File: src/srst_consts.svh
// Offsets, field positions, masks and reset values of the soft reset block
`ifndef SRST_CONSTS_SVH
`define SRST_CONSTS_SVH

// Byte addresses of the two control words
`define SRST_OFF_0        12'h040
`define SRST_OFF_1        12'h044

// Reset value of both control words
`define SRST_RESET_VAL    32'h0000_0000

// Implemented bits of the first control word
`define SRST_BIT_FIELD_BUS   24
`define SRST_BIT_CONVERTER   16
`define SRST_BIT_LOW_POWER   6
`define SRST_BIT_SUPERVISOR  3
`define SRST_IMPL_0       32'h0101_0048

// Implemented bits of the second control word
`define SRST_BIT_CMP_TWO     26
`define SRST_BIT_CMP_ONE     25
`define SRST_BIT_CMP_ZERO    24
`define SRST_BIT_GPC_THREE   19
`define SRST_BIT_GPC_TWO     18
`define SRST_BIT_GPC_ONE     17
`define SRST_BIT_GPC_ZERO    16
`define SRST_BIT_TWO_WIRE    12
`define SRST_BIT_SYNC_SER    4
`define SRST_BIT_ASYNC_ONE   1
`define SRST_BIT_ASYNC_ZERO  0
`define SRST_IMPL_1       32'h070f_1013

// Bus answers
`define SRST_RESP_OKAY    2'h0
`define SRST_RESP_SLVERR  2'h2
`define SRST_RDATA_NONE   32'h0000_0000

`endif

File: src/srst_pkg.sv
// Types shared by the soft reset block modules
package srst_pkg;

    typedef logic [31:0] srst_word_t;
    typedef logic [11:0] srst_addr_t;
    typedef logic [3:0]  srst_strb_t;
    typedef logic [1:0]  srst_resp_t;

    typedef enum logic [0:0] {
        srst_w_idle = 1'b0,
        srst_w_resp = 1'b1
    } srst_wr_state_t;

    typedef enum logic [0:0] {
        srst_r_idle = 1'b0,
        srst_r_data = 1'b1
    } srst_rd_state_t;

    typedef struct packed {
        srst_wr_state_t wst;
        logic           aw_held;
        logic           w_held;
        srst_addr_t     awaddr;
        srst_word_t     wdata;
        srst_strb_t     wstrb;
        srst_resp_t     bresp;
        srst_rd_state_t rd_st;
        srst_word_t     rdata;
        srst_resp_t     rresp;
    } srst_top_state_t;

    typedef struct packed {
        srst_word_t value;
    } srst_reg_state_t;

    typedef struct packed {
        srst_word_t hold0;
        srst_word_t hold1;
    } srst_hold_state_t;

endpackage

File: src/srst_ctl_if.sv
// Write path and read-back between the bus slave and one control word
`timescale 1ns/1ps
`default_nettype none

interface srst_ctl_if;
    logic        wr_en;
    logic [31:0] wr_data;
    logic [3:0]  wr_strb;
    logic [31:0] cap;
    logic [31:0] value;

    modport ctl
    (
        output wr_en,
        output wr_data,
        output wr_strb,
        output cap,
        input  value
    );

    modport regs
    (
        input  wr_en,
        input  wr_data,
        input  wr_strb,
        input  cap,
        output value
    );
endinterface

`default_nettype wire

File: src/srst_mask_reg.sv
// One capability-masked soft reset control word
`timescale 1ns/1ps
`default_nettype none
`include "srst_consts.svh"

module srst_mask_reg
#(
    parameter logic [31:0] IMPL = 32'h0000_0000
)
(
    // Clock and reset
    input  wire logic  clk,
    input  wire logic  reset,
    // Register port
    srst_ctl_if.regs   bus
);
    import srst_pkg::*;

    srst_reg_state_t s_r;
    srst_reg_state_t s_nxt;
    srst_word_t      en;

    always_comb
    begin
        s_nxt = s_r;
        en = 32'h0000_0000;
        for (int i = 0; i < 4; i++)
        begin
            en[i*8 +: 8] = {8{bus.wr_en & bus.wr_strb[i]}};
        end
        // Absent units and unassigned bits never change
        en = en & bus.cap & IMPL;
        s_nxt.value = (s_r.value & ~en) | (bus.wr_data & en);
    end

    always_ff @(posedge clk or posedge reset)
    begin
        if (reset)
        begin
            s_r.value <= `SRST_RESET_VAL;
        end
        else
        begin
            s_r <= s_nxt;
        end
    end

    assign bus.value = s_r.value & IMPL;

endmodule

`default_nettype wire

File: src/srst_hold_out.sv
// Registered reset-hold stage for the peripheral units
`timescale 1ns/1ps
`default_nettype none
`include "srst_consts.svh"

module srst_hold_out
(
    // Clock and reset
    input  wire logic              clk,
    input  wire logic              reset,
    // Control words
    input  wire srst_pkg::srst_word_t value0,
    input  wire srst_pkg::srst_word_t value1,
    // Hold levels
    output var  srst_pkg::srst_word_t hold0,
    output var  srst_pkg::srst_word_t hold1
);
    import srst_pkg::*;

    srst_hold_state_t s_r;
    srst_hold_state_t s_nxt;

    // Flop stage keeps the reset lines glitch free across the chip
    always_comb
    begin
        s_nxt = s_r;
        s_nxt.hold0 = value0 & `SRST_IMPL_0;
        s_nxt.hold1 = value1 & `SRST_IMPL_1;
    end

    always_ff @(posedge clk or posedge reset)
    begin
        if (reset)
        begin
            s_r <= '0;
        end
        else
        begin
            s_r <= s_nxt;
        end
    end

    assign hold0 = s_r.hold0;
    assign hold1 = s_r.hold1;

endmodule

`default_nettype wire

File: src/srst_top.sv
// Peripheral soft reset control words behind an AXI4-Lite slave
//
// Decided for this implementation: register access over AXI4-Lite.
`timescale 1ns/1ps
`default_nettype none
`include "srst_consts.svh"

module srst_top
(
    // Clock and reset
    input  wire logic                 clk,
    input  wire logic                 reset,
    // AXI4-Lite write address
    input  wire srst_pkg::srst_addr_t s_axi_awaddr,
    input  wire logic [2:0]           s_axi_awprot,
    input  wire logic                 s_axi_awvalid,
    output var  logic                 s_axi_awready,
    // AXI4-Lite write data
    input  wire srst_pkg::srst_word_t s_axi_wdata,
    input  wire srst_pkg::srst_strb_t s_axi_wstrb,
    input  wire logic                 s_axi_wvalid,
    output var  logic                 s_axi_wready,
    // AXI4-Lite write response
    output var  srst_pkg::srst_resp_t s_axi_bresp,
    output var  logic                 s_axi_bvalid,
    input  wire logic                 s_axi_bready,
    // AXI4-Lite read address
    input  wire srst_pkg::srst_addr_t s_axi_araddr,
    input  wire logic [2:0]           s_axi_arprot,
    input  wire logic                 s_axi_arvalid,
    output var  logic                 s_axi_arready,
    // AXI4-Lite read data
    output var  srst_pkg::srst_word_t s_axi_rdata,
    output var  srst_pkg::srst_resp_t s_axi_rresp,
    output var  logic                 s_axi_rvalid,
    input  wire logic                 s_axi_rready,
    // Device capability masks
    input  wire srst_pkg::srst_word_t capability_mask_1,
    input  wire srst_pkg::srst_word_t capability_mask_2,
    // Unit resets from word 0
    output var  logic                 field_bus_unit_reset,
    output var  logic                 sampling_converter_reset,
    output var  logic                 low_power_unit_reset,
    output var  logic                 supervisor_timer_reset,
    // Unit resets from word 1
    output var  logic                 comparator_two_reset,
    output var  logic                 comparator_one_reset,
    output var  logic                 comparator_zero_reset,
    output var  logic                 gp_counter_three_reset,
    output var  logic                 gp_counter_two_reset,
    output var  logic                 gp_counter_one_reset,
    output var  logic                 gp_counter_zero_reset,
    output var  logic                 two_wire_unit_reset,
    output var  logic                 sync_serial_unit_reset,
    output var  logic                 async_serial_one_reset,
    output var  logic                 async_serial_zero_reset
);
    import srst_pkg::*;

    srst_top_state_t s_r;
    srst_top_state_t s_nxt;

    logic       commit;
    logic       wr_hit0;
    logic       wr_hit1;
    logic       rd_hit0;
    logic       rd_hit1;
    srst_word_t hold0;
    srst_word_t hold1;
    logic       prot_unused;

    // One carrier per control word
    srst_ctl_if ctl0 ();
    srst_ctl_if ctl1 ();

    // Protection bits carry no meaning for these words
    assign prot_unused = |{s_axi_awprot, s_axi_arprot};

    // Write decode works on the captured address
    always_comb
    begin
        wr_hit0 = 1'b0;
        wr_hit1 = 1'b0;
        rd_hit0 = 1'b0;
        rd_hit1 = 1'b0;
        case ({s_r.awaddr[11:2], 2'b00})
            `SRST_OFF_0:
            begin
                wr_hit0 = 1'b1;
            end
            `SRST_OFF_1:
            begin
                wr_hit1 = 1'b1;
            end
            default:
            begin
                wr_hit0 = 1'b0;
                wr_hit1 = 1'b0;
            end
        endcase

        // Read decode uses the live address of the idle cycle
        case ({s_axi_araddr[11:2], 2'b00})
            `SRST_OFF_0:
            begin
                rd_hit0 = 1'b1;
            end
            `SRST_OFF_1:
            begin
                rd_hit1 = 1'b1;
            end
            default:
            begin
                rd_hit0 = 1'b0;
                rd_hit1 = 1'b0;
            end
        endcase
    end

    // Both halves of a write are in hand; apply it this cycle
    assign commit = (s_r.wst == srst_w_idle) && s_r.aw_held && s_r.w_held;

    always_comb
    begin
        s_nxt = s_r;

        // Address and data may arrive in either order
        case (s_r.wst)
            srst_w_idle:
            begin
                if (s_axi_awvalid && !s_r.aw_held)
                begin
                    s_nxt.aw_held = 1'b1;
                    s_nxt.awaddr = s_axi_awaddr;
                end
                if (s_axi_wvalid && !s_r.w_held)
                begin
                    s_nxt.w_held = 1'b1;
                    s_nxt.wdata = s_axi_wdata;
                    s_nxt.wstrb = s_axi_wstrb;
                end
                if (commit)
                begin
                    s_nxt.aw_held = 1'b0;
                    s_nxt.w_held = 1'b0;
                    s_nxt.wst = srst_w_resp;
                    if (wr_hit0 || wr_hit1)
                    begin
                        s_nxt.bresp = `SRST_RESP_OKAY;
                    end
                    else
                    begin
                        s_nxt.bresp = `SRST_RESP_SLVERR;
                    end
                end
            end
            srst_w_resp:
            begin
                if (s_axi_bready)
                begin
                    s_nxt.wst = srst_w_idle;
                end
            end
            default:
            begin
                s_nxt.wst = srst_w_idle;
            end
        endcase

        // Reads overlap writes; a read in the commit cycle sees the old word
        case (s_r.rd_st)
            srst_r_idle:
            begin
                if (s_axi_arvalid)
                begin
                    s_nxt.rd_st = srst_r_data;
                    s_nxt.rresp = `SRST_RESP_OKAY;
                    if (rd_hit0)
                    begin
                        s_nxt.rdata = ctl0.value;
                    end
                    else if (rd_hit1)
                    begin
                        s_nxt.rdata = ctl1.value;
                    end
                    else
                    begin
                        // Unmapped reads return zero with an error
                        s_nxt.rdata = `SRST_RDATA_NONE;
                        s_nxt.rresp = `SRST_RESP_SLVERR;
                    end
                end
            end
            srst_r_data:
            begin
                if (s_axi_rready)
                begin
                    s_nxt.rd_st = srst_r_idle;
                end
            end
            default:
            begin
                s_nxt.rd_st = srst_r_idle;
            end
        endcase
    end

    // Bus state clears with the words so no stale answer survives reset
    always_ff @(posedge clk or posedge reset)
    begin
        if (reset)
        begin
            s_r <= '0;
        end
        else
        begin
            s_r <= s_nxt;
        end
    end

    // Handshake outputs
    assign s_axi_awready = (s_r.wst == srst_w_idle) && !s_r.aw_held;
    assign s_axi_wready  = (s_r.wst == srst_w_idle) && !s_r.w_held;
    assign s_axi_bvalid  = (s_r.wst == srst_w_resp);
    assign s_axi_bresp   = s_r.bresp;
    assign s_axi_arready = (s_r.rd_st == srst_r_idle);
    assign s_axi_rvalid  = (s_r.rd_st == srst_r_data);
    assign s_axi_rdata   = s_r.rdata;
    assign s_axi_rresp   = s_r.rresp;

    // Write strobes toward the two words
    assign ctl0.wr_en   = commit && wr_hit0;
    assign ctl0.wr_data = s_r.wdata;
    assign ctl0.wr_strb = s_r.wstrb;
    assign ctl0.cap     = capability_mask_1;
    assign ctl1.wr_en   = commit && wr_hit1;
    assign ctl1.wr_data = s_r.wdata;
    assign ctl1.wr_strb = s_r.wstrb;
    assign ctl1.cap     = capability_mask_2;

    srst_mask_reg #(
        .IMPL (`SRST_IMPL_0)
    ) u_word0 (
        .clk   (clk),
        .reset (reset),
        .bus   (ctl0)
    );

    srst_mask_reg #(
        .IMPL (`SRST_IMPL_1)
    ) u_word1 (
        .clk   (clk),
        .reset (reset),
        .bus   (ctl1)
    );

    // One cycle later than the word, so a unit never sees a half write
    srst_hold_out u_hold (
        .clk    (clk),
        .reset  (reset),
        .value0 (ctl0.value),
        .value1 (ctl1.value),
        .hold0  (hold0),
        .hold1  (hold1)
    );

    // Word 0 unit resets
    assign field_bus_unit_reset     = hold0[`SRST_BIT_FIELD_BUS];
    assign sampling_converter_reset = hold0[`SRST_BIT_CONVERTER];
    assign low_power_unit_reset     = hold0[`SRST_BIT_LOW_POWER];
    assign supervisor_timer_reset   = hold0[`SRST_BIT_SUPERVISOR];

    // Word 1 unit resets
    assign comparator_two_reset     = hold1[`SRST_BIT_CMP_TWO];
    assign comparator_one_reset     = hold1[`SRST_BIT_CMP_ONE];
    assign comparator_zero_reset    = hold1[`SRST_BIT_CMP_ZERO];
    assign gp_counter_three_reset   = hold1[`SRST_BIT_GPC_THREE];
    assign gp_counter_two_reset     = hold1[`SRST_BIT_GPC_TWO];
    assign gp_counter_one_reset     = hold1[`SRST_BIT_GPC_ONE];
    assign gp_counter_zero_reset    = hold1[`SRST_BIT_GPC_ZERO];
    assign two_wire_unit_reset      = hold1[`SRST_BIT_TWO_WIRE];
    assign sync_serial_unit_reset   = hold1[`SRST_BIT_SYNC_SER];
    assign async_serial_one_reset   = hold1[`SRST_BIT_ASYNC_ONE];
    assign async_serial_zero_reset  = hold1[`SRST_BIT_ASYNC_ZERO];

endmodule

`default_nettype wire

File: config.mk
export PLATFORM = sky130hd
export DESIGN_NAME = srst_top
export DESIGN_NICKNAME = d
export VERILOG_FILES = /design/src/srst_pkg.sv /design/src/srst_ctl_if.sv /design/src/srst_mask_reg.sv /design/src/srst_hold_out.sv /design/src/srst_top.sv
export VERILOG_INCLUDE_DIRS = /design/src
export SDC_FILE = /design/constraint.sdc
export NUM_CORES = 1
export LEC_CHECK = 0
export ABC_CLOCK_PERIOD_IN_PS = 7800
export BUFFER_PORTS_ARGS = -buffer_cell sky130_fd_sc_hd__buf_4
export CAP_MARGIN = 20
export CORE_MARGIN = 2
export CORE_UTILIZATION = 46
export CTS_CLUSTER_DIAMETER = 100
export CTS_CLUSTER_SIZE = 40
export DETAILED_ROUTE_END_ITERATION = 8
export PLACE_DENSITY = 0.93
export SETUP_SLACK_MARGIN = 0.3
export SLEW_MARGIN = 20
export SYNTH_ARGS = -nofsm -noshare
export SYNTH_HDL_FRONTEND = slang
export SYNTH_SLANG_ARGS = --single-unit
export TNS_END_PERCENT = 10
File: constraint.sdc
create_clock -name clk -period 7.8 [get_ports clk]
set_input_delay 1.56 -clock clk [delete_from_list [all_inputs] [get_ports clk]]
set_output_delay 1.56 -clock clk [all_outputs]
set_load 0.01 [all_outputs]
==> results.md <==
* Switch share at 0.270
* Power share of the sequential group at 0.509
* Max-Cap Viols at 0
* Layout area overhead at 24.5%
* Combinational share of power at 0.189
* # clock sinks at 76
* DIE WIDTH at 86.8 um
* Hold Crit Class: flip-flop to flip-flop
* Clk buf depth at 2
* Ys async rst share at 1.00
* Gpl congestion at 0.719
* Synth Area in Simple Gates at 0.0825
* Yosys Warn Count at 0
* Total CTS buffers at 9
* Antenna diodes at 0
* Post-layout min period at 2.70 ns
* Area after DPL at 3700 um^2
* Crit path arrival time at 2.98 ns
* Final setup fails at 0
* Worst setup startpoint: s_axi_araddr[3]
* CTS Hold Buffers Added at 0
* Routed wire per std cell at 15.7 um
* Clock skew at 0.00788 ns
* Routed WL at 6150 um
* Run status: completed
* Post-synthesis area per instance at 13.8 um^2
* Compound-gate portion of the synthesized area at 0.0456
* Worst path slowest cell: or4_1
* Post-Synth XOR/XNOR Area at 0
* Worst VDD drop at 0.190 mV
* Pint at 0.000788 W
* H-tree Lvls at 3
* Post-Layout Cell Count at 393
* Largest family of logic cells by synthesized area: multiplexers
* Mapped Cells at 228
* Root Buffer: clkbuf_8
* Clock slew at reported path FFs at 0.08 ns
* Worst Setup EP: s_axi_rdata[0]
* Post-Place Cells at 377
* Post-DR vias/cell at 4.97
* First-pass iteration count of the detailed router at 4
* Reg2reg setup slack at 5.82 ns
* Slew Limit Fails at 0
* Cts repair resizes at 0
* Most frequent cells in the layout: buf_4 (94), dfrtp_1 (76), mux2_2 (33)
* FF-to-FF path depth at 4
* DR iter-0 viols at 37
* Worst-Skew Late Latency at 0.34 ns
* Post-Syn Area at 3150 um^2
* Critical path required time at 8.07 ns
* Crit-path max cell delay at 0.51 ns
* CTS tree: done
* Critical Path Fanout Max at 9
* Final Net Count at 445
* Hpwl dp at 4540 um
* P_leak at 1.99 nW
* Number of enable flip-flop cells after synthesis at 0
* Synthesized-area fraction occupied by adder cells at 0
* Most common cell after layout, fill and taps aside: buf_4
* Peak Freq at 370 MHz
* Pin count of the biggest net entering global routing at 77
* RSZ-0062 raised after global routing: false
* Initial antenna violation count at 0
* Final instance area at 3930 um^2
* DRT antenna net count at 0
* Relative slew slack at 0.377
* Die Ht at 86.8 um
* Hold Fails Final Rpt at 0
* Setup bufs post-CTS at 0
* Core Box Area at 6720 um^2
* Setup TNS at 0 ns
* Sequential area share after synthesis at 0.603
* Starting Density at 0.469
* Remaining DRCs at 0
* Tot GR Track Use at 0.172
* Proportion of synthesized area in mux cells at 0.156
* # IOs at 193
* Ratio of cells with drive above 1 in the final layout at 0.466
* Pwr Density at 275 nW/um^2
* Vias in the first global route at 2027
* Least-Margin Pin Slew at 0.935 ns
* IO buf count at 93
* Clock power frac at 0.302
* Global-route wire length before repair at 9790 um
* Crit path cell chain: buf_4 -> or4_1 -> nor3b_1 -> and3_1 -> a22o_1
* Fin crit share at 0.347
* Worst reg2reg startpoint: s_r[78]
* Psw at 0.000292 W
* #FFs+latches synth at 76
* Critical Path Sink Type: flip-flop
* Full die area at 7530 um^2
* Startpoint Class: input pin
* Worst hold slack at 0.401 ns
* Critical setup path kind: input pin to flip-flop
* Synth cell types at 33
* Ys flop type: dfrtp_1
* GRT overflow at 0
* Vias at 1953
* Std-Cell Rows at 30
power groups by stage:
stage,Sequential (W),Clock (W),Combinational (W)
6_report,0.000549,0.000326,0.000204
5_1_grt,0.000564,0.000354,0.000226
4_1_cts,0.000550,0.000338,0.000208
3_5_place_dp,0.000559,0,0.000207
3_3_place_gp,0.000552,0,0.000199
2_1_floorplan,0.000531,0,0.000161
critical path, delay by kind of cell:
kind                   cells  cell delay, ns
buffers and inverters      1            0.12
AND/OR/NAND/NOR            3            1.10
AO/OA/AOI/OAI              1            0.19
cells in the mapped netlist, types with 3 or more instances:
| cell type | instances | share of area |
|---|---|---|
| buf_2 | 4 | 0.0063 |
| nor4_1 | 3 | 0.0060 |
| nor2_1 | 4 | 0.0048 |
| dfrtp_1 | 76 | 0.60 |
| nand4_1 | 11 | 0.022 |
| mux2_1 | 9 | 0.032 |
| mux2_2 | 33 | 0.12 |
| inv_1 | 5 | 0.0060 |
| o21ai_0 | 4 | 0.0063 |
| buf_4 | 37 | 0.088 |
| nand4b_1 | 4 | 0.011 |
| a22o_1 | 11 | 0.031 |
kinds of logic after synthesis:
logic type	Yosys count
DFF	76
and+or+nand+nor	38
buffers and inverters	50
other	1
AOI/OAI and AO/OA	19
muxes	44
cell type report:
| class | instances | area [um^2] |
|---|---|---|
| timing repair buffer | 94 | 706 |
| clock buffer | 9 | 124 |
| fill | 540 | 2790 |
| sequential | 76 | 1900 |
| multi-input combinational | 122 | 976 |
| inverter | 5 | 18.8 |
| clock inverter | 7 | 98.8 |
| tap | 80 | 100 |
layer usage:
layer  share of wire  global-route usage
met1            0.41               0.205
met2            0.49               0.289
met3           0.087              0.0724
met4          0.0083              0.0426
met5               0                   0
how the worst min path moves through the flow:
stage / to / slack (ns) / cells after the start
2_1_floorplan: u_hold.hold0[16] / 0.37 / 0
3_3_place_gp: u_hold.hold1[25] / 0.38 / 0
3_5_place_dp: u_hold.hold0[16] / 0.39 / 0
4_1_cts: u_hold.hold0[16] / 0.41 / 0
5_1_grt: u_hold.hold0[16] / 0.42 / 0
6_report: u_hold.hold1[24] / 0.40 / 0
per-stage QoR:
stage / power, W / worst slack (ns) / utilization
after global routing: 0.00114 / 4.99 / 0.584
final: 0.00108 / 5.10 / 0.584
after global placement: 0.000750 / 4.78 / 0.551
after CTS: 0.00110 / 5.10 / 0.584
after floorplan: 0.000692 / 4.30 / -
after detailed placement: 0.000766 / 4.71 / 0.551
Note: power is estimated with default switching activity, not from simulation.
